<file path="config.mk">
export PLATFORM = sky130hd
export DESIGN_NAME = acc_ctrl
export DESIGN_NICKNAME = d
export VERILOG_FILES = /design/src/rtl/acc_pkg.sv /design/src/rtl/acc_sync2.sv /design/src/rtl/acc_sar.sv /design/src/rtl/acc_ctrl.sv
export SDC_FILE = /design/constraint.sdc
export NUM_CORES = 1
export LEC_CHECK = 0
export BUFFER_PORTS_ARGS = -buffer_cell sky130_fd_sc_hd__buf_2
export CORE_MARGIN = 2
export CORE_UTILIZATION = 56
export CTS_CLUSTER_DIAMETER = 150
export CTS_CLUSTER_SIZE = 12
export DETAILED_ROUTE_END_ITERATION = 6
export PLACE_DENSITY = 0.83
export SLEW_MARGIN = 20
export SYNTH_ARGS = -nofsm -noshare
export SYNTH_HDL_FRONTEND = slang
export SYNTH_SLANG_ARGS = --single-unit
</file>
<file path="constraint.sdc">
create_clock -name clk_i -period 4.2 [get_ports clk_i]
set_input_delay 0.42 -clock clk_i [delete_from_list [all_inputs] [get_ports clk_i]]
set_output_delay 0.42 -clock clk_i [all_outputs]
set_load 0.02 [all_outputs]
</file>
<file path="src/rtl/acc_pkg.sv">
// package for the converter clock and conversion control block
// assumes a 40 MHz system clock that also stands for the cpu clock
package acc_pkg;

    // register byte addresses on the apb bus
    localparam logic [7:0] ACC_CTRL_OFS = 8'h00;
    localparam logic [7:0] ACC_RESULT_OFS = 8'h04;
    localparam logic [7:0] ACC_ISTAT_OFS = 8'h08;
    localparam logic [7:0] ACC_IMASK_OFS = 8'h0c;

    // control register layout and reset value
    localparam int ACC_EN_BIT = 7;
    localparam int ACC_DONE_BIT = 4;
    localparam int ACC_START_BIT = 3;
    localparam int ACC_RC_BIT = 2;
    localparam int ACC_CH_LSB = 0;
    localparam logic [7:0] ACC_CTRL_RESET = 8'h00;

    // timing of the converter
    localparam int ACC_CLK_KHZ = 40000;
    localparam int ACC_CPU_MAX_KHZ = 20000;
    localparam int ACC_RC_NOM_KHZ = 6000;
    localparam int ACC_RC_TOL_PCT = 25;
    localparam int ACC_CLKS_PER_MC = 6;
    localparam int ACC_CPU_CONV_MC = 31;
    localparam logic [7:0] ACC_CPU_CONV_CLKS =
        8'(ACC_CLKS_PER_MC * ACC_CPU_CONV_MC);
    localparam logic [2:0] ACC_MC_LAST = 3'(ACC_CLKS_PER_MC - 1);
    localparam logic [2:0] ACC_SYNC_MC_MIN = 3'h3;
    localparam logic [2:0] ACC_SYNC_MC_MAX = 3'h4;
    localparam logic [7:0] ACC_RC_CONV_TICKS = 8'h6c;
    localparam logic [7:0] ACC_SAR_SPAN = 8'h40;
    localparam logic [2:0] ACC_SAR_STEP_AT = 3'h7;

    typedef enum logic [1:0] {
        ACC_IDLE = 2'b00,
        ACC_SYNC = 2'b01,
        ACC_CONV = 2'b11
    } acc_state_t;

    typedef struct packed {
        logic psel;
        logic penable;
        logic pwrite;
        logic [7:0] paddr;
        logic [31:0] pwdata;
    } acc_apb_req_t;

    typedef struct packed {
        logic pready;
        logic pslverr;
        logic [31:0] prdata;
    } acc_apb_rsp_t;

    // word address match, low two bits ignored
    function automatic logic acc_hit(input logic [7:0] addr,
                                     input logic [7:0] ofs);
        acc_hit = (addr[7:2] == ofs[7:2]);
    endfunction : acc_hit

endpackage : acc_pkg

</file>
<file path="src/rtl/acc_sync2.sv">
// two flip-flop synchroniser for pin inputs
// assumes the inputs are asynchronous to clk_i
`timescale 1ns/10ps
module acc_sync2 #(
    parameter int W = 1
) (
    input wire logic clk_i,
    input wire logic reset_i,
    input wire logic [W-1:0] async_i,
    output logic [W-1:0] sync_o
);
    typedef struct packed {
        logic [W-1:0] stage2;
        logic [W-1:0] stage1;
    } acc_sync_t;

    acc_sync_t s;
    acc_sync_t next_s;

    // first stage feeds only the second stage
    always_comb
    begin
        next_s.stage1 = async_i;
        next_s.stage2 = s.stage1;
    end

    always_ff @(posedge clk_i or posedge reset_i)
    begin
        if (reset_i)
            s <= '0;
        else
            s <= next_s;
    end

    assign sync_o = s.stage2;
endmodule : acc_sync2

</file>
<file path="src/rtl/acc_sar.sv">
// successive approximation register, one bit decided per step
// assumes comp_i is synchronised and high while input exceeds the trial
`timescale 1ns/10ps
module acc_sar
    import acc_pkg::*;
(
    input wire logic clk_i,
    input wire logic reset_i,
    input wire logic start_i,
    input wire logic step_i,
    input wire logic comp_i,
    output logic [7:0] code_o
);
    typedef struct packed {
        logic [7:0] code;
        logic [7:0] trial_bit;
    } acc_sar_t;

    acc_sar_t s;
    acc_sar_t next_s;

    // keep or drop the trial bit, then try the next lower one
    always_comb
    begin
        next_s = s;
        if (start_i)
        begin
            next_s.code = 8'h80;
            next_s.trial_bit = 8'h80;
        end
        else if (step_i && (s.trial_bit != 8'h00))
        begin
            next_s.code = (comp_i ? s.code : (s.code & ~s.trial_bit))
                | (s.trial_bit >> 1);
            next_s.trial_bit = s.trial_bit >> 1;
        end
    end

    always_ff @(posedge clk_i or posedge reset_i)
    begin
        if (reset_i)
            s <= '0;
        else
            s <= next_s;
    end

    assign code_o = s.code;
endmodule : acc_sar

</file>
<file path="src/rtl/acc_ctrl.sv">
// converter clock selection, conversion sequencing, apb registers, irq
// assumes clk_i is the cpu clock; rc_osc_i and comp_i are async pins
`timescale 1ns/10ps

// Notes on behaviour
// - reset picks cpu clock for conversions
// - cpu clocked conversion takes 186 clocks
// - works at any cpu clock to maximum
// - rc select bit switches to rc oscillator
// - rc conversion survives power down
// - rc mode syncs for 3 or 4 machine cycles
// - rc conversion spans sync plus 108 rc clocks
// - rc oscillator nominal 6 MHz, 25 percent
// - start bit busy, completion clears it, sets done
// - no start while done flag set
// - channel writes ignored while converting
// - result holds until next completion
module acc_ctrl
    import acc_pkg::*;
(
    input wire logic clk_i,
    input wire logic reset_i,
    input wire acc_apb_req_t apb_req_i,
    output acc_apb_rsp_t apb_rsp_o,
    input wire logic rc_osc_i,
    input wire logic comp_i,
    input wire logic power_down_i,
    output logic [7:0] trial_code_o,
    output logic [3:0] input_select_o,
    output logic conv_busy_o,
    output logic irq_o
);
    typedef struct packed {
        acc_state_t st;
        logic enable;
        logic done;
        logic rc_sel;
        logic [1:0] chan;
        logic [7:0] result;
        logic [7:0] cnt;
        logic [2:0] mc_div;
        logic [2:0] sync_mc;
        logic rc_seen;
        logic rc_prev;
        logic irq_stat;
        logic irq_mask;
        logic [31:0] prdata;
    } acc_core_t;

    acc_core_t s;
    acc_core_t next_s;
    logic rc_sync;
    logic comp_sync;
    logic [7:0] sar_code;
    logic sar_start;
    logic sar_step;
    logic done_evt;
    logic wr_access;
    logic [7:0] wd;
    logic mc_tick;
    logic rc_tick;
    logic conv_tick;
    logic [7:0] conv_limit;
    logic new_rc;
    logic start_ok;

    ////////////////////////////////////////////////////////////////////
    // pin synchronisers and successive approximation engine
    acc_sync2 #(.W(2)) u_sync (
        .clk_i(clk_i),
        .reset_i(reset_i),
        .async_i({rc_osc_i, comp_i}),
        .sync_o({rc_sync, comp_sync})
    );

    acc_sar u_sar (
        .clk_i(clk_i),
        .reset_i(reset_i),
        .start_i(sar_start),
        .step_i(sar_step),
        .comp_i(comp_sync),
        .code_o(sar_code)
    );

    ////////////////////////////////////////////////////////////////////
    // timing strobes and write decode
    assign wr_access = apb_req_i.psel && apb_req_i.penable
        && apb_req_i.pwrite;
    assign wd = apb_req_i.pwdata[7:0];
    assign mc_tick = (s.mc_div == ACC_MC_LAST);
    assign rc_tick = rc_sync && !s.rc_prev;
    assign conv_tick = s.rc_sel ? rc_tick : 1'b1;
    // first rc edge only opens the count, so 108 whole rc periods pass
    assign conv_limit = s.rc_sel ? ACC_RC_CONV_TICKS + 8'h01
        : ACC_CPU_CONV_CLKS;
    assign new_rc = wd[ACC_RC_BIT];
    assign start_ok = wr_access && acc_hit(apb_req_i.paddr, ACC_CTRL_OFS)
        && wd[ACC_START_BIT] && !s.done && s.enable;

    ////////////////////////////////////////////////////////////////////
    // next state: sequencer, registers, interrupt
    always_comb
    begin
        next_s = s;
        sar_start = 1'b0;
        sar_step = 1'b0;
        done_evt = 1'b0;
        next_s.rc_prev = rc_sync;
        next_s.mc_div = mc_tick ? 3'h0 : s.mc_div + 3'h1;
        unique case (s.st)
            ACC_IDLE:
            begin
                if (start_ok)
                begin
                    next_s.chan = wd[ACC_CH_LSB +: 2];
                    next_s.rc_sel = new_rc;
                    next_s.cnt = 8'h00;
                    next_s.sync_mc = 3'h0;
                    next_s.mc_div = 3'h0; // sync counts whole cycles
                    next_s.rc_seen = 1'b0;
                    sar_start = 1'b1;
                    next_s.st = new_rc ? ACC_SYNC : ACC_CONV;
                end
            end
            ACC_SYNC:
            begin
                if (rc_tick)
                    next_s.rc_seen = 1'b1;
                if (mc_tick)
                begin
                    next_s.sync_mc = s.sync_mc + 3'h1;
                    if ((s.sync_mc + 3'h1 == ACC_SYNC_MC_MAX)
                        || ((s.sync_mc + 3'h1 == ACC_SYNC_MC_MIN)
                        && (s.rc_seen || rc_tick)))
                        next_s.st = ACC_CONV;
                end
            end
            ACC_CONV:
            begin
                if (power_down_i && !s.rc_sel)
                    next_s.st = ACC_IDLE; // cpu clock stops: abort
                else if (conv_tick)
                begin
                    next_s.cnt = s.cnt + 8'h01;
                    sar_step = (s.cnt[2:0] == ACC_SAR_STEP_AT)
                        && (s.cnt < ACC_SAR_SPAN);
                    if (s.cnt + 8'h01 == conv_limit)
                    begin
                        done_evt = 1'b1;
                        next_s.result = sar_code;
                        next_s.st = ACC_IDLE;
                    end
                end
            end
            default:
                next_s.st = ACC_IDLE;
        endcase
        // control writes outside the start path
        if (wr_access && acc_hit(apb_req_i.paddr, ACC_CTRL_OFS))
        begin
            if (s.st == ACC_IDLE && !start_ok)
            begin
                next_s.rc_sel = new_rc;
                if (!s.done)
                    next_s.chan = wd[ACC_CH_LSB +: 2];
            end
            if (s.st == ACC_IDLE && (!s.done || wd[ACC_EN_BIT]))
                next_s.enable = wd[ACC_EN_BIT];
            if (!wd[ACC_DONE_BIT])
                next_s.done = 1'b0;
        end
        // done and irq status: a set in the same cycle wins
        if (wr_access && acc_hit(apb_req_i.paddr, ACC_ISTAT_OFS)
            && wd[0])
            next_s.irq_stat = 1'b0;
        if (wr_access && acc_hit(apb_req_i.paddr, ACC_IMASK_OFS))
            next_s.irq_mask = wd[0];
        if (done_evt)
        begin
            next_s.done = 1'b1;
            next_s.irq_stat = 1'b1;
        end
        // read data captured in the setup phase
        if (apb_req_i.psel && !apb_req_i.penable)
        begin
            next_s.prdata = 32'h0000_0000;
            if (acc_hit(apb_req_i.paddr, ACC_CTRL_OFS))
                next_s.prdata[7:0] = {s.enable, 2'b00, s.done,
                    s.st != ACC_IDLE, s.rc_sel, s.chan};
            else if (acc_hit(apb_req_i.paddr, ACC_RESULT_OFS))
                next_s.prdata[7:0] = s.result;
            else if (acc_hit(apb_req_i.paddr, ACC_ISTAT_OFS))
                next_s.prdata[0] = s.irq_stat;
            else if (acc_hit(apb_req_i.paddr, ACC_IMASK_OFS))
                next_s.prdata[0] = s.irq_mask;
        end
    end

    // all control state resets to the cpu clock, idle
    always_ff @(posedge clk_i or posedge reset_i)
    begin
        if (reset_i)
        begin
            s <= '0;
            s.rc_sel <= ACC_CTRL_RESET[ACC_RC_BIT];
        end
        else
            s <= next_s;
    end

    ////////////////////////////////////////////////////////////////////
    // outputs
    assign apb_rsp_o.pready = apb_req_i.psel && apb_req_i.penable;
    assign apb_rsp_o.pslverr = apb_req_i.psel && apb_req_i.penable
        && !(acc_hit(apb_req_i.paddr, ACC_CTRL_OFS)
        || acc_hit(apb_req_i.paddr, ACC_RESULT_OFS)
        || acc_hit(apb_req_i.paddr, ACC_ISTAT_OFS)
        || acc_hit(apb_req_i.paddr, ACC_IMASK_OFS));
    assign apb_rsp_o.prdata = s.prdata;
    assign trial_code_o = sar_code;
    assign input_select_o = 4'h1 << s.chan;
    assign conv_busy_o = (s.st != ACC_IDLE);
    assign irq_o = s.irq_stat && s.irq_mask;

    ////////////////////////////////////////////////////////////////////
    // helper counters read only by the checks below
    logic [8:0] conv_len;
    logic [7:0] sync_len;
    always_ff @(posedge clk_i or posedge reset_i)
    begin
        if (reset_i)
        begin
            conv_len <= 9'h000;
            sync_len <= 8'h00;
        end
        else
        begin
            conv_len <= (s.st == ACC_CONV) ? conv_len + 9'h001 : 9'h000;
            sync_len <= (s.st == ACC_SYNC) ? sync_len + 8'h01 : 8'h00;
        end
    end
endmodule : acc_ctrl

</file>
* After elaboration in Yosys (flattened, before gate mapping)
Index checks and enable logic that the tools add are counted.
** Storage, ports and cells
- Register bits :: 61
- Latch bits :: 0
- RAM bits :: 0
- Memory bits (read-only) :: 0
- Input bits :: 48
- Output and inout bits :: 48
- Word-level logic and storage cells :: 138
- Memories kept :: 0
** Operators by class
- Add/subtract/negate cells :: 3
- Multipliers :: 0
- Div/mod/pow operators :: 0
- Magnitude comparators :: 1
- Equal/unequal tests :: 19
- Shift operators :: 1
- Mux-type cells :: 45
- Bitwise operators :: 4
- Reductions and logical operators :: 47
** Operators with widths (number)
- $mux W8 :: 5
- $mux W16 :: 2
- $logic_and A1 B1 Y1 :: 19
- $mux W1 :: 18
- $mux W3 :: 6
- $mux W2 :: 8
- $pmux W8 S2 :: 1
- $mux W15 :: 1
- $eq A6 B2 Y1 const B :: 2
- $ne A2 B2 Y1 const B :: 6
- $reduce_bool A2 Y1 :: 6
- $eq A3 B3 Y1 const B :: 3
- $add A8 B1 Y8 const B :: 1
- $and A8 B8 Y8 :: 1
- $eq A8 B8 Y1 :: 1
- $lt A8 B7 Y1 const B :: 1
- $not A8 Y8 :: 1
- $or A8 B7 Y8 :: 1
- $pmux W4 S2 :: 1
- $reduce_and A4 Y1 :: 2
- $reduce_bool A8 Y1 :: 1
- $mux W7 :: 1
- $add A3 B1 Y3 const B :: 2
- $eq A6 B1 Y1 const B :: 1
- other kinds (16) :: 29

* Longest topological paths before layout
Gate-level depths: netlist (run 1).
- Depth in word-level cells :: 12
- Mapped depth :: 7
- Depth with buffers taken out :: 6

* Cells and area by module
From an unflattened synthesis (run 1), not the netlist that was laid out.
** Second synthesis, totals
- Cell total of the unflattened synthesis :: 329
- Area, all modules :: 3299.4 µm²
** Modules (own cells, without submodules)
- acc_ctrl :: times used 1, cells each 255, area an instance 2423.6 µm², seq. area each 1026.0 µm²
- acc_sar :: times used 1, cells each 69, area an instance 772.0 µm², seq. area each 400.4 µm²
- acc_sync2 :: times used 1, cells each 5, area an instance 103.8 µm², seq. area each 100.1 µm²

* Worst setup path after synthesis (run 1)
Ideal clock, no wire load.
- Kind :: register to register
- From :: register s[43] in the netlist's numbering
- To :: register s[50] in the netlist's numbering
- Setup time :: 0.125 ns
- Data arrival time :: 2.186 ns
- Setup slack :: 1.890 ns
- Cell stages (with the launch flop) :: 7
- Path buffers :: 0
- Period minus slack after synthesis :: 2.310 ns
- Path through :: dfrtp_1 ha_1 or3b_1 mux2i_1 nand2_1 o32ai_4 mux2_2
** On the way
- Longest elaborated chain between the ends :: 3
** RTL lines
- from (decl) :: RTL line acc_ctrl.sv:50 : acc_core_t s;
- from (signal assigned) :: RTL line acc_ctrl.sv:208 : s <= next_s;
- $add A8 B1 Y8 :: RTL line acc_ctrl.sv:147 : if (s.cnt + 8'h01 == conv_limit)
- $eq A8 B8 Y1 :: RTL line acc_ctrl.sv:147
- $reduce_and A4 Y1 (no source line)
Every way passes these cells.
A chain may end at the register's enable or synchronous reset.

* Worst setup path after layout (run 1)
- From :: register s[42] in the netlist's numbering
- To :: register s[54] in the netlist's numbering
The elaborated chain is that of the path after synthesis.

==> metrics.txt, run 1 <==
antenna cells 0; clock sinks 61; Worst EP required 4420 ps; min-delay worst type in -> reg; antenna violations before repair 0; leading cell type in the layout, fill and taps excluded dfrtp_1; Total Power 0.00154 W; CTS Buf Count 9; Syn Std Cell Area 0.00330 mm²; top cell type's share of synthesized area 46.2%; synthesized flop and latch total 61; static leakage 1.68 nW; postcts setup bufs 0; PwrDens 433 mW/mm²; slowest CP cell o32ai_4; metal3 WL 372 µm; Synth area leaders dfrtp_1 46%, buf_4 9.1%, mux2_2 4.1%; drt wl/cell 14.4 µm; DR vias/cell 5.54; post-layout min period 2610 ps; outcome finished clean; Max Slew Vio Count 0; Synth Warn # 0; Netlist cell types 55; Final period util 62.1%; Hold Buf Count CTS 0; Synth Flop Type dfrtp_1; Routed WL 6270 µm; worst clock skew 6.88 ps; Post-Synthesis Cells 332; RSZ-0062 raised after global routing no; Worst VDD drop 0.000257 V; post-CTS resize count 0; Bufs and invs on worst path 0; setup tns final 0 ps; Post-synth EDFFs 0; top routing layer in use met4; CP Class reg -> reg; vias in the first global route 2260; maximum number of pins on one net before global-route repair 62; ANT nets after route 0; final hold violation count 0; Rows 27; core area 0.00561 mm²; all-layer global routing usage 21.5%; critical-path cell list ha_1 > or3b_1 > mux2i_1 > nand2_1 > o32ai_4 > mux2_2; CP max FO 11; commonest non-fill, non-tap cells in the layout 61 x dfrtp_1, 43 x buf_2, 31 x nand2_1, 24 x conb_1, 22 x o21ai_0; Seq/Total Area, Yosys 46.2%; ys async rst share 100%; Nets 413; slew margin rel. 50.8%; Worst-Skew Late Latency 340 ps; Fillers 472; share of layout cells above drive strength 1 23.1%; Worst-Margin Slew 733 ps; DRC viols 0; max_cap viols 0; die area 0.00652 mm²; Root Driver clkbuf_8; num ports 96; area leader, netlist dfrtp_1; crit end category flop; FF/Latch Area 0.00153 mm²; multi-input logic area 0.00146 mm²; FMAX 383 MHz; CP Launch Type flop; metal2 WL 3020 µm; CTS tree done; gpl congestion 0.825; post-synthesis average cell area 9.94 µm²; clk slew on worst S/H paths 60 ps; Max clock buf depth 2; # setup viols final 0; Area Overhead vs Synth 7.66%; M1 WL 2780 µm; dpl hpwl 4500 µm; crit-path leading delay family multiplexers; Die Span X 80.8 µm; CP arrival 2830 ps; global-route wire length before repair 10700 µm; Vias 2416; H-tree levels 3; Die Ht 80.8 µm; 1st-pass router iterations 5; Iter 0 DRT Violations 179; slowest stage delay, CP 530 ps; Final Hold Slack 184 ps; GRT overflow 0; Initial Util 58.9%; I/O Buffers 43
[where the power goes]
part	total, W	internal, W	switching, W
Clock	0.000519	0.000301	0.000219
Sequential	0.000728	0.000643	0.0000851
Combinational	0.000291	0.000114	0.000177
[cell usage after synthesis, types with 6 or more instances]
| library cell | count |
|---|---|
| o31ai_1 | 12 |
| inv_1 | 12 |
| o21ai_0 | 22 |
| nand2b_1 | 6 |
| nand3_1 | 7 |
| and2_1 | 7 |
| mux2_2 | 12 |
| nor2_1 | 19 |
| dfrtp_1 | 61 |
| nand2_1 | 31 |
| buf_4 | 40 |
| a21oi_1 | 13 |
| clkbuf_1 | 6 |
[worst register-to-register path, stage by stage, from the launching register on]
cell     delay [ps]
dfrtp_1         490
ha_1            380
or3b_1          350
mux2i_1         170
nand2_1         150
o32ai_4         530
mux2_2          410
[per-stage QoR]
step | setup slack, ps | util (%) | cell area [µm²] | instances
6_report | 1590 | 63.4 | 3550 | 436
5_1_grt | 1440 | 63.4 | 3550 | 436
4_1_cts | 1580 | 63.4 | 3550 | 436
3_5_place_dp | 1590 | 59.8 | 3350 | 421
3_3_place_gp | 1610 | 59.8 | 3350 | 421
2_1_floorplan | 1890 | - | 3390 | 355
[flip-flops by register name, indices dropped and copies added (netlist names)]
name           count
u_sync.sync_o      2
u_sar.code_o       8
s                 33
u_sar.s            8
apb_rsp_o          8
u_sync.next_s      2
[worst paths after layout]
path | start | end | slack, ps | cells after the start
worst max register to register | s[42]$_DFFE_PP0P_ | s[54]$_DFFE_PP0P_ | 1590 | 6
min in group asynchronous | reset_i | apb_rsp_o[5]$_DFFE_PP0P_ | 280 | 3
worst max-delay path | s[42]$_DFFE_PP0P_ | s[54]$_DFFE_PP0P_ | 1590 | 6
max in group asynchronous | reset_i | u_sar.code_o[0]$_DFFE_PP0P_ | 3420 | 3
worst min register to register | u_sync.next_s[2]$_DFF_PP0_ | u_sync.sync_o[0]$_DFF_PP0_ | 350 | 0
worst min-delay path | rc_osc_i | u_sync.next_s[3]$_DFF_PP0_ | 180 | 1
[routing by layer]
layer / GRT usage (%) / up-vias
li1: - / 1165
met1: 29.0 / 1168
met2: 32.3 / 72
met3: 6.67 / 11
met4: 8.98 / 0
met5: 0 / -
[final cells by class]
class	instances	share of cell area (%)
Inverter	12	1.27
Clock inverter	4	1.34
Multi-Input combinational cell	231	41.2
Timing Repair Buffer	45	6.48
Clock buffer	11	4.26
Sequential cell	61	43.0
Tap cell	72	2.54
[kinds of logic (layout without fill, tap and decap cells)]
group,count (synthesis),after routing,share of synthesized area (%)
compound gates,79,79,16.6
other cells,1,24,0.114
buf+inv,63,72,12.1
simple gates,105,105,16.9
flops,61,61,46.2
mux,16,16,5.69
fa+ha+maj,5,5,1.90
xor+xnor,2,2,0.531
Note: power is estimated with default switching activity, not from simulation.
==> run 2: changes to the inputs <==
Settings changed: CORE_UTILIZATION 56 to 47, PLACE_DENSITY 0.83 to 0.74.
Clock period 4.2 ns to 2.2 ns, I/O delays scaled along.
==> run 2 against run 1 <==
Against the previous run:
- clock skew is essentially flat
- global-route usage is 3.6 points lower
- sequential share of layout area is 3.2 points lower
- utilization down 6.7 points
- power grew 98%
- register-to-register slack lost 1600 ps
- flip-flop and latch count unchanged
- largest power group unchanged
- critical path depth rose by 1
- clock-buffer cell count fell by 1
- sequential power is 88% higher
- setup slack worse by 1600 ps
- via count up 3.8%
==> metrics.txt, run 2 (same netlist as run 1, synthesis figures left out) <==
CP Launch Type flop (unchanged); drt wl/cell 13.5 µm (was 14.4 µm); 1st-pass router iterations 4 (was 5); global-route wire length before repair 10600 µm (was 10700 µm); FMAX 459 MHz (was 383 MHz); commonest non-fill, non-tap cells in the layout 58 x dfrtp_1, 43 x buf_2, 31 x nand2_1, 24 x conb_1 (was 61 x dfrtp_1, 43 x buf_2, 31 x nand2_1, 24 x conb_1, 22 x o21ai_0); setup tns final 0 ps (unchanged); maximum number of pins on one net before global-route repair 62 (unchanged); all-layer global routing usage 17.9% (was 21.5%); die area 0.00771 mm² (was 0.00652 mm²); num ports 96 (unchanged); final non-filler cell area 0.00385 mm² (was 0.00355 mm²); leading cell type in the layout, fill and taps excluded dfrtp_1 (unchanged); Rows 30 (was 27); PwrDens 793 mW/mm² (was 433 mW/mm²); Max Slew Vio Count 0 (unchanged); Worst Hold Launch apb_req_i[1] (was rc_osc_i); worst reg2reg path startpoint s[42]$_DFFE_PP0P_ (unchanged); DR vias/cell 5.16 (was 5.54); antenna violations before repair 0 (unchanged); min-delay worst type in -> reg (unchanged); crit path launch s[42]$_DFFE_PP0P_ (unchanged); post-layout min period 2180 ps (was 2610 ps); Initial Util 48.6% (was 58.9%); # setup viols final 0 (unchanged); vias in the first global route 2351 (was 2260); Vias 2509 (was 2416); outcome finished clean (unchanged); CP Class reg -> reg (unchanged); H-tree levels 3 (unchanged); max_cap viols 0 (unchanged); CP arrival 2400 ps (was 2830 ps); crit end category flop (unchanged); Die Ht 87.8 µm (was 80.8 µm); core area 0.00679 mm² (was 0.00561 mm²); CTS Buf Count 9 (unchanged); Non-Filler Instances 486 (was 436); DRC viols 0 (unchanged); Final period util 99.0% (was 62.1%); Total Power 0.00305 W (was 0.00154 W); Worst EP required 2420 ps (was 4420 ps); Area Overhead vs Synth 16.6% (was 7.66%); Max clock buf depth 2 (unchanged); Iter 0 DRT Violations 183 (was 179); Die Span X 87.8 µm (was 80.8 µm); share of layout cells above drive strength 1 28.5% (was 23.1%); antenna cells 0 (unchanged); slowest CP cell dfrtp_2 (was o32ai_4); static leakage 1.81 nW (was 1.68 nW); slowest stage delay, CP 440 ps (was 530 ps); Post-DP Area 0.00361 mm² (was 0.00335 mm²); Root Driver clkbuf_8 (unchanged); CP max FO 9 (was 11); worst clock skew 6.82 ps (was 6.88 ps); GRT overflow 0 (unchanged); Final Hold Slack 110 ps (was 184 ps); critical-path cell list ha_4 > or3b_1 > mux2i_1 > nand2_1 > o32ai_4 > buf_12 > mux2_4 (was ha_1 > or3b_1 > mux2i_1 > nand2_1 > o32ai_4 > mux2_2); Worst-Skew Late Latency 340 ps (about the same); gpl congestion 0.844 (was 0.825); CTS tree done (unchanged); Top reg by flops s (unchanged); RSZ-0062 raised after global routing yes (was no); I/O Buffers 43 (unchanged); ANT nets after route 0 (unchanged); final hold violation count 0 (unchanged); Nets 438 (was 413); Routed WL 6560 µm (was 6270 µm); clock sinks 61 (unchanged); clk slew on worst S/H paths 70 ps (was 60 ps); max reg flops 33 (unchanged); placed cells 466 (was 421); dpl hpwl 4770 µm (was 4500 µm); Worst VDD drop 0.000408 V (was 0.000257 V)
run 2: critical path: cells and delay by family, from the launching register on:
kind | cells | cell delay, ps
AO/OA/AOI/OAI | 1 | 250
multiplexers | 2 | 460
AND/OR/NAND/NOR | 2 | 480
buffers and inverters | 1 | 180
flip-flops | 1 | 440
adder cells (fa/ha/maj) | 1 | 250
run 2: worst paths after layout:
kind | end | slack (ps) | cells after the start
setup / recovery | s[57]$_DFFE_PP0P_ | 20 | 7
hold / removal | s[59]$_DFF_PP0_ | 110 | 2
setup reg to reg | s[57]$_DFFE_PP0P_ | 20 | 7
hold reg to reg | u_sync.sync_o[0]$_DFF_PP0_ | 350 | 0
max in group asynchronous | s[44]$_DFFE_PP0P_ | 1440 | 4
min in group asynchronous | apb_rsp_o[0]$_DFFE_PP0P_ | 490 | 4
run 2: per-stage QoR:
stage | worst slack, ps | util, %
floorplan | -39.2 | -
global route | -75.2 | 56.7
CTS | 4.93 | 56.5
global placement | 7.36 | 53.1
detailed placement | -8.19 | 53.1
finish | 21.4 | 56.7
run 2: final cells by class:
| cell class | count | area [µm²] |
|---|---|---|
| fill | 576 | 2940 |
| inverter | 12 | 45.0 |
| multi-input combinational | 231 | 1510 |
| sequential | 61 | 1530 |
| clock inverter | 6 | 63.8 |
| timing repair buffer | 70 | 450 |
| tap | 96 | 120 |
| clock buffer | 10 | 128 |
run 2: metal layers:
layer,vias to the layer above,part of all wire (%),GRT usage [%]
met5,-,0,0
met4,0,1.9,8.11
met3,11,4.6,3.11
met2,85,48,30.2
met1,1182,46,22.5
li1,1231,-,-
run 2: timing repair:
item,in CTS,in global routing
endpoints found under the setup margin,8,12
resized for setup,1,3
buffers inserted,1,0
hold endpoints to repair,63,0
hold buffers,3,0
run 2: power breakdown:
group          switching [W]  total (W)  internal, W
sequential          0.000142    0.00137      0.00123
combinational       0.000406   0.000728     0.000322
clock               0.000431   0.000951     0.000520
total               0.000978    0.00305      0.00207
==> run 3: changes to the inputs <==
Settings changed: CTS_CLUSTER_DIAMETER 150 to default, PLACE_DENSITY 0.74 to 0.76, SLEW_MARGIN 20 to 5.
==> run 3 against run 2 <==
Against the previous run:
- register-to-register slack lost 20 ps
- setup slack worse by 20 ps
- sequential share of layout area shrank 0.24 points
- final cell count is 0.41% higher
- highest routed layer unchanged
- utilization grew 0.29 points
- worst hold slack improved by 1.4 ps
==> metrics.txt, run 3 (same netlist as run 1, synthesis figures left out) <==
Die Ht 87.8 µm (unchanged); clock sinks 61 (unchanged); Worst VDD drop 0.000362 V (was 0.000408 V); static leakage 1.83 nW (was 1.81 nW); Top reg by flops s (unchanged); all-layer global routing usage 18.4% (was 17.9%); slew margin rel. 64.2%; Max clock buf depth 2 (unchanged); # setup viols final 0 (unchanged); clk slew on worst S/H paths 70 ps (about the same); CP Class reg -> reg (unchanged); crit end category flop (unchanged); drt wl/cell 13.8 µm (was 13.5 µm); outcome finished clean (unchanged); DR vias/cell 5.19 (was 5.16); crit-path leading delay family simple AND/OR/NAND/NOR gates (unchanged); critical-path cell list ha_4 > or3b_1 > mux2i_1 > nand2_1 > o32ai_4 > buf_12 > mux2_4 (unchanged); top routing layer in use met4 (unchanged); PwrDens 785 mW/mm² (was 793 mW/mm²); Rows 30 (unchanged); Routed WL 6720 µm (was 6560 µm); CP Launch Type flop (unchanged); Iter 0 DRT Violations 178 (was 183); final hold violation count 0 (unchanged); placed cells 467 (was 466); final non-filler cell area 0.00387 mm² (was 0.00385 mm²); Root Driver clkbuf_8 (unchanged); maximum number of pins on one net before global-route repair 62 (unchanged); GRT overflow 0 (unchanged); min-delay worst type in -> reg (unchanged); Max Slew Vio Count 0 (unchanged); share of layout cells above drive strength 1 28.8% (was 28.5%); num ports 96 (unchanged); RSZ-0062 raised after global routing yes (unchanged); slowest stage delay, CP 440 ps (about the same); multi-input logic area 0.00151 mm² (about the same); antenna violations before repair 0 (unchanged); post-layout min period 2200 ps (was 2180 ps); Die Span X 87.8 µm (unchanged); Sw Pwr 0.000986 W (was 0.000978 W); slowest CP cell dfrtp_2 (unchanged); global-route wire length before repair 11000 µm (was 10600 µm); ANT nets after route 0 (unchanged); internal power 0.00205 W (was 0.00207 W); leading cell type in the layout, fill and taps excluded dfrtp_1 (unchanged); FMAX 455 MHz (was 459 MHz); Worst-Skew Late Latency 340 ps (about the same); CTS Buf Count 9 (unchanged); CP max FO 9 (unchanged); metal2 WL 3370 µm (was 3130 µm); Core Util, Final 57.0% (was 56.7%); Final period util 99.9% (was 99.0%); Non-Filler Instances 488 (was 486); CTS tree done (unchanged); 1st-pass router iterations 5 (was 4); CP arrival 2420 ps (was 2400 ps); DRC viols 0 (unchanged); Reg power frac 45.0% (about the same); Initial Util 48.6% (unchanged); dpl hpwl 4950 µm (was 4770 µm); switching share of power 32.4% (was 32.0%); Worst-Margin Slew 538 ps; max reg flops 33 (unchanged); Bufs and invs on worst path 1 (unchanged); Vias 2534 (was 2509); FF/Latch Area 0.00153 mm² (about the same); M1 WL 2870 µm (was 3000 µm); antenna cells 0 (unchanged); die area 0.00771 mm² (unchanged); commonest non-fill, non-tap cells in the layout 59 x dfrtp_1, 43 x buf_2, 31 x nand2_1, 24 x conb_1, 24 x buf_4 (was 58 x dfrtp_1, 43 x buf_2, 31 x nand2_1, 24 x conb_1); Fillers 559 (was 576); Worst EP required 2420 ps (about the same); max_cap viols 0 (unchanged); gpl congestion 0.845 (was 0.844); H-tree levels 3 (unchanged); Nets 440 (was 438); Comb power frac 22.6% (was 23.8%); clock power share 32.4% (was 31.2%); core area 0.00679 mm² (unchanged); vias in the first global route 2379 (was 2351); I/O Buffers 43 (unchanged); metal3 WL 357 µm (was 300 µm); Area Overhead vs Synth 17.2% (was 16.6%); Post-DP Area 0.00362 mm² (was 0.00361 mm²); worst clock skew 8.93 ps (was 6.82 ps)
## run 3: worst paths after layout
path | cells after the start | from | slack [ps] | end
min in group asynchronous | 4 | reset_i | 470 | s[58]$_DFF_PP0_
min reg2reg | 0 | u_sync.next_s[3]$_DFF_PP0_ | 350 | u_sync.sync_o[1]$_DFF_PP0_
max | 7 | s[42]$_DFFE_PP0P_ | 2 | s[50]$_DFFE_PP0P_
min | 3 | apb_req_i[7] | 110 | s[62]$_DFFE_PP0P_
max in group asynchronous | 4 | reset_i | 1430 | s[42]$_DFFE_PP0P_
max reg2reg | 7 | s[42]$_DFFE_PP0P_ | 2 | s[50]$_DFFE_PP0P_
## run 3: final cells by class
cell class	instances	share of cell area, %
flip-flops and latches	61	39.5
multi-input cells	231	39.1
repair buffers	72	12.0
clock buffers	9	3.20
well taps	96	3.10
clock inverters	7	1.94
inverters	12	1.16
## run 3: metal layers
layer | GRT usage, % | up-vias
met4 | 8.53 | 0
met1 | 22.3 | 1216
met5 | 0 | -
met3 | 3.96 | 14
met2 | 31.4 | 78
li1 | - | 1226
## run 3: worst register-to-register path, stage by stage, from the launching register on
cell     delay [ps]
dfrtp_2         440
ha_4            260
or3b_1          340
mux2i_1         170
nand2_1         140
o32ai_4         260
buf_12          180
mux2_4          300
## run 3: repair_timing
item | 4_1_cts | 5_1_grt
endpoints found under the setup margin | 5 | 19
pin swaps | 0 | 0
gates resized for setup | 0 | 3
gates cloned | 0 | 0
hold buffers | 3 | 0
endpoints found under the hold margin | 63 | 0
buffers inserted | 2 | 0
## run 3: power by group through the flow
stage	Clock, W	Combinational [W]	Sequential [W]
final	0.000984	0.000686	0.00137
after global routing	0.00106	0.000775	0.00139
after CTS	0.00100	0.000683	0.00136
after detailed placement	0	0.000670	0.00138
after global placement	0	0.000656	0.00138
after floorplan	0	0.000545	0.00134
## run 3: metrics by stage
stage | setup TNS (ps) | power, W | setup slack [ps] | hold slack, ps
after CTS | 0 | 0.00305 | 0.780 | 104
after floorplan | -313 | 0.00188 | -39.2 | 251
after global placement | 0 | 0.00203 | 31.0 | 301
after detailed placement | 0 | 0.00205 | 6.23 | 303
final | 0 | 0.00304 | 1.54 | 112
after global routing | -998 | 0.00322 | -142 | 123
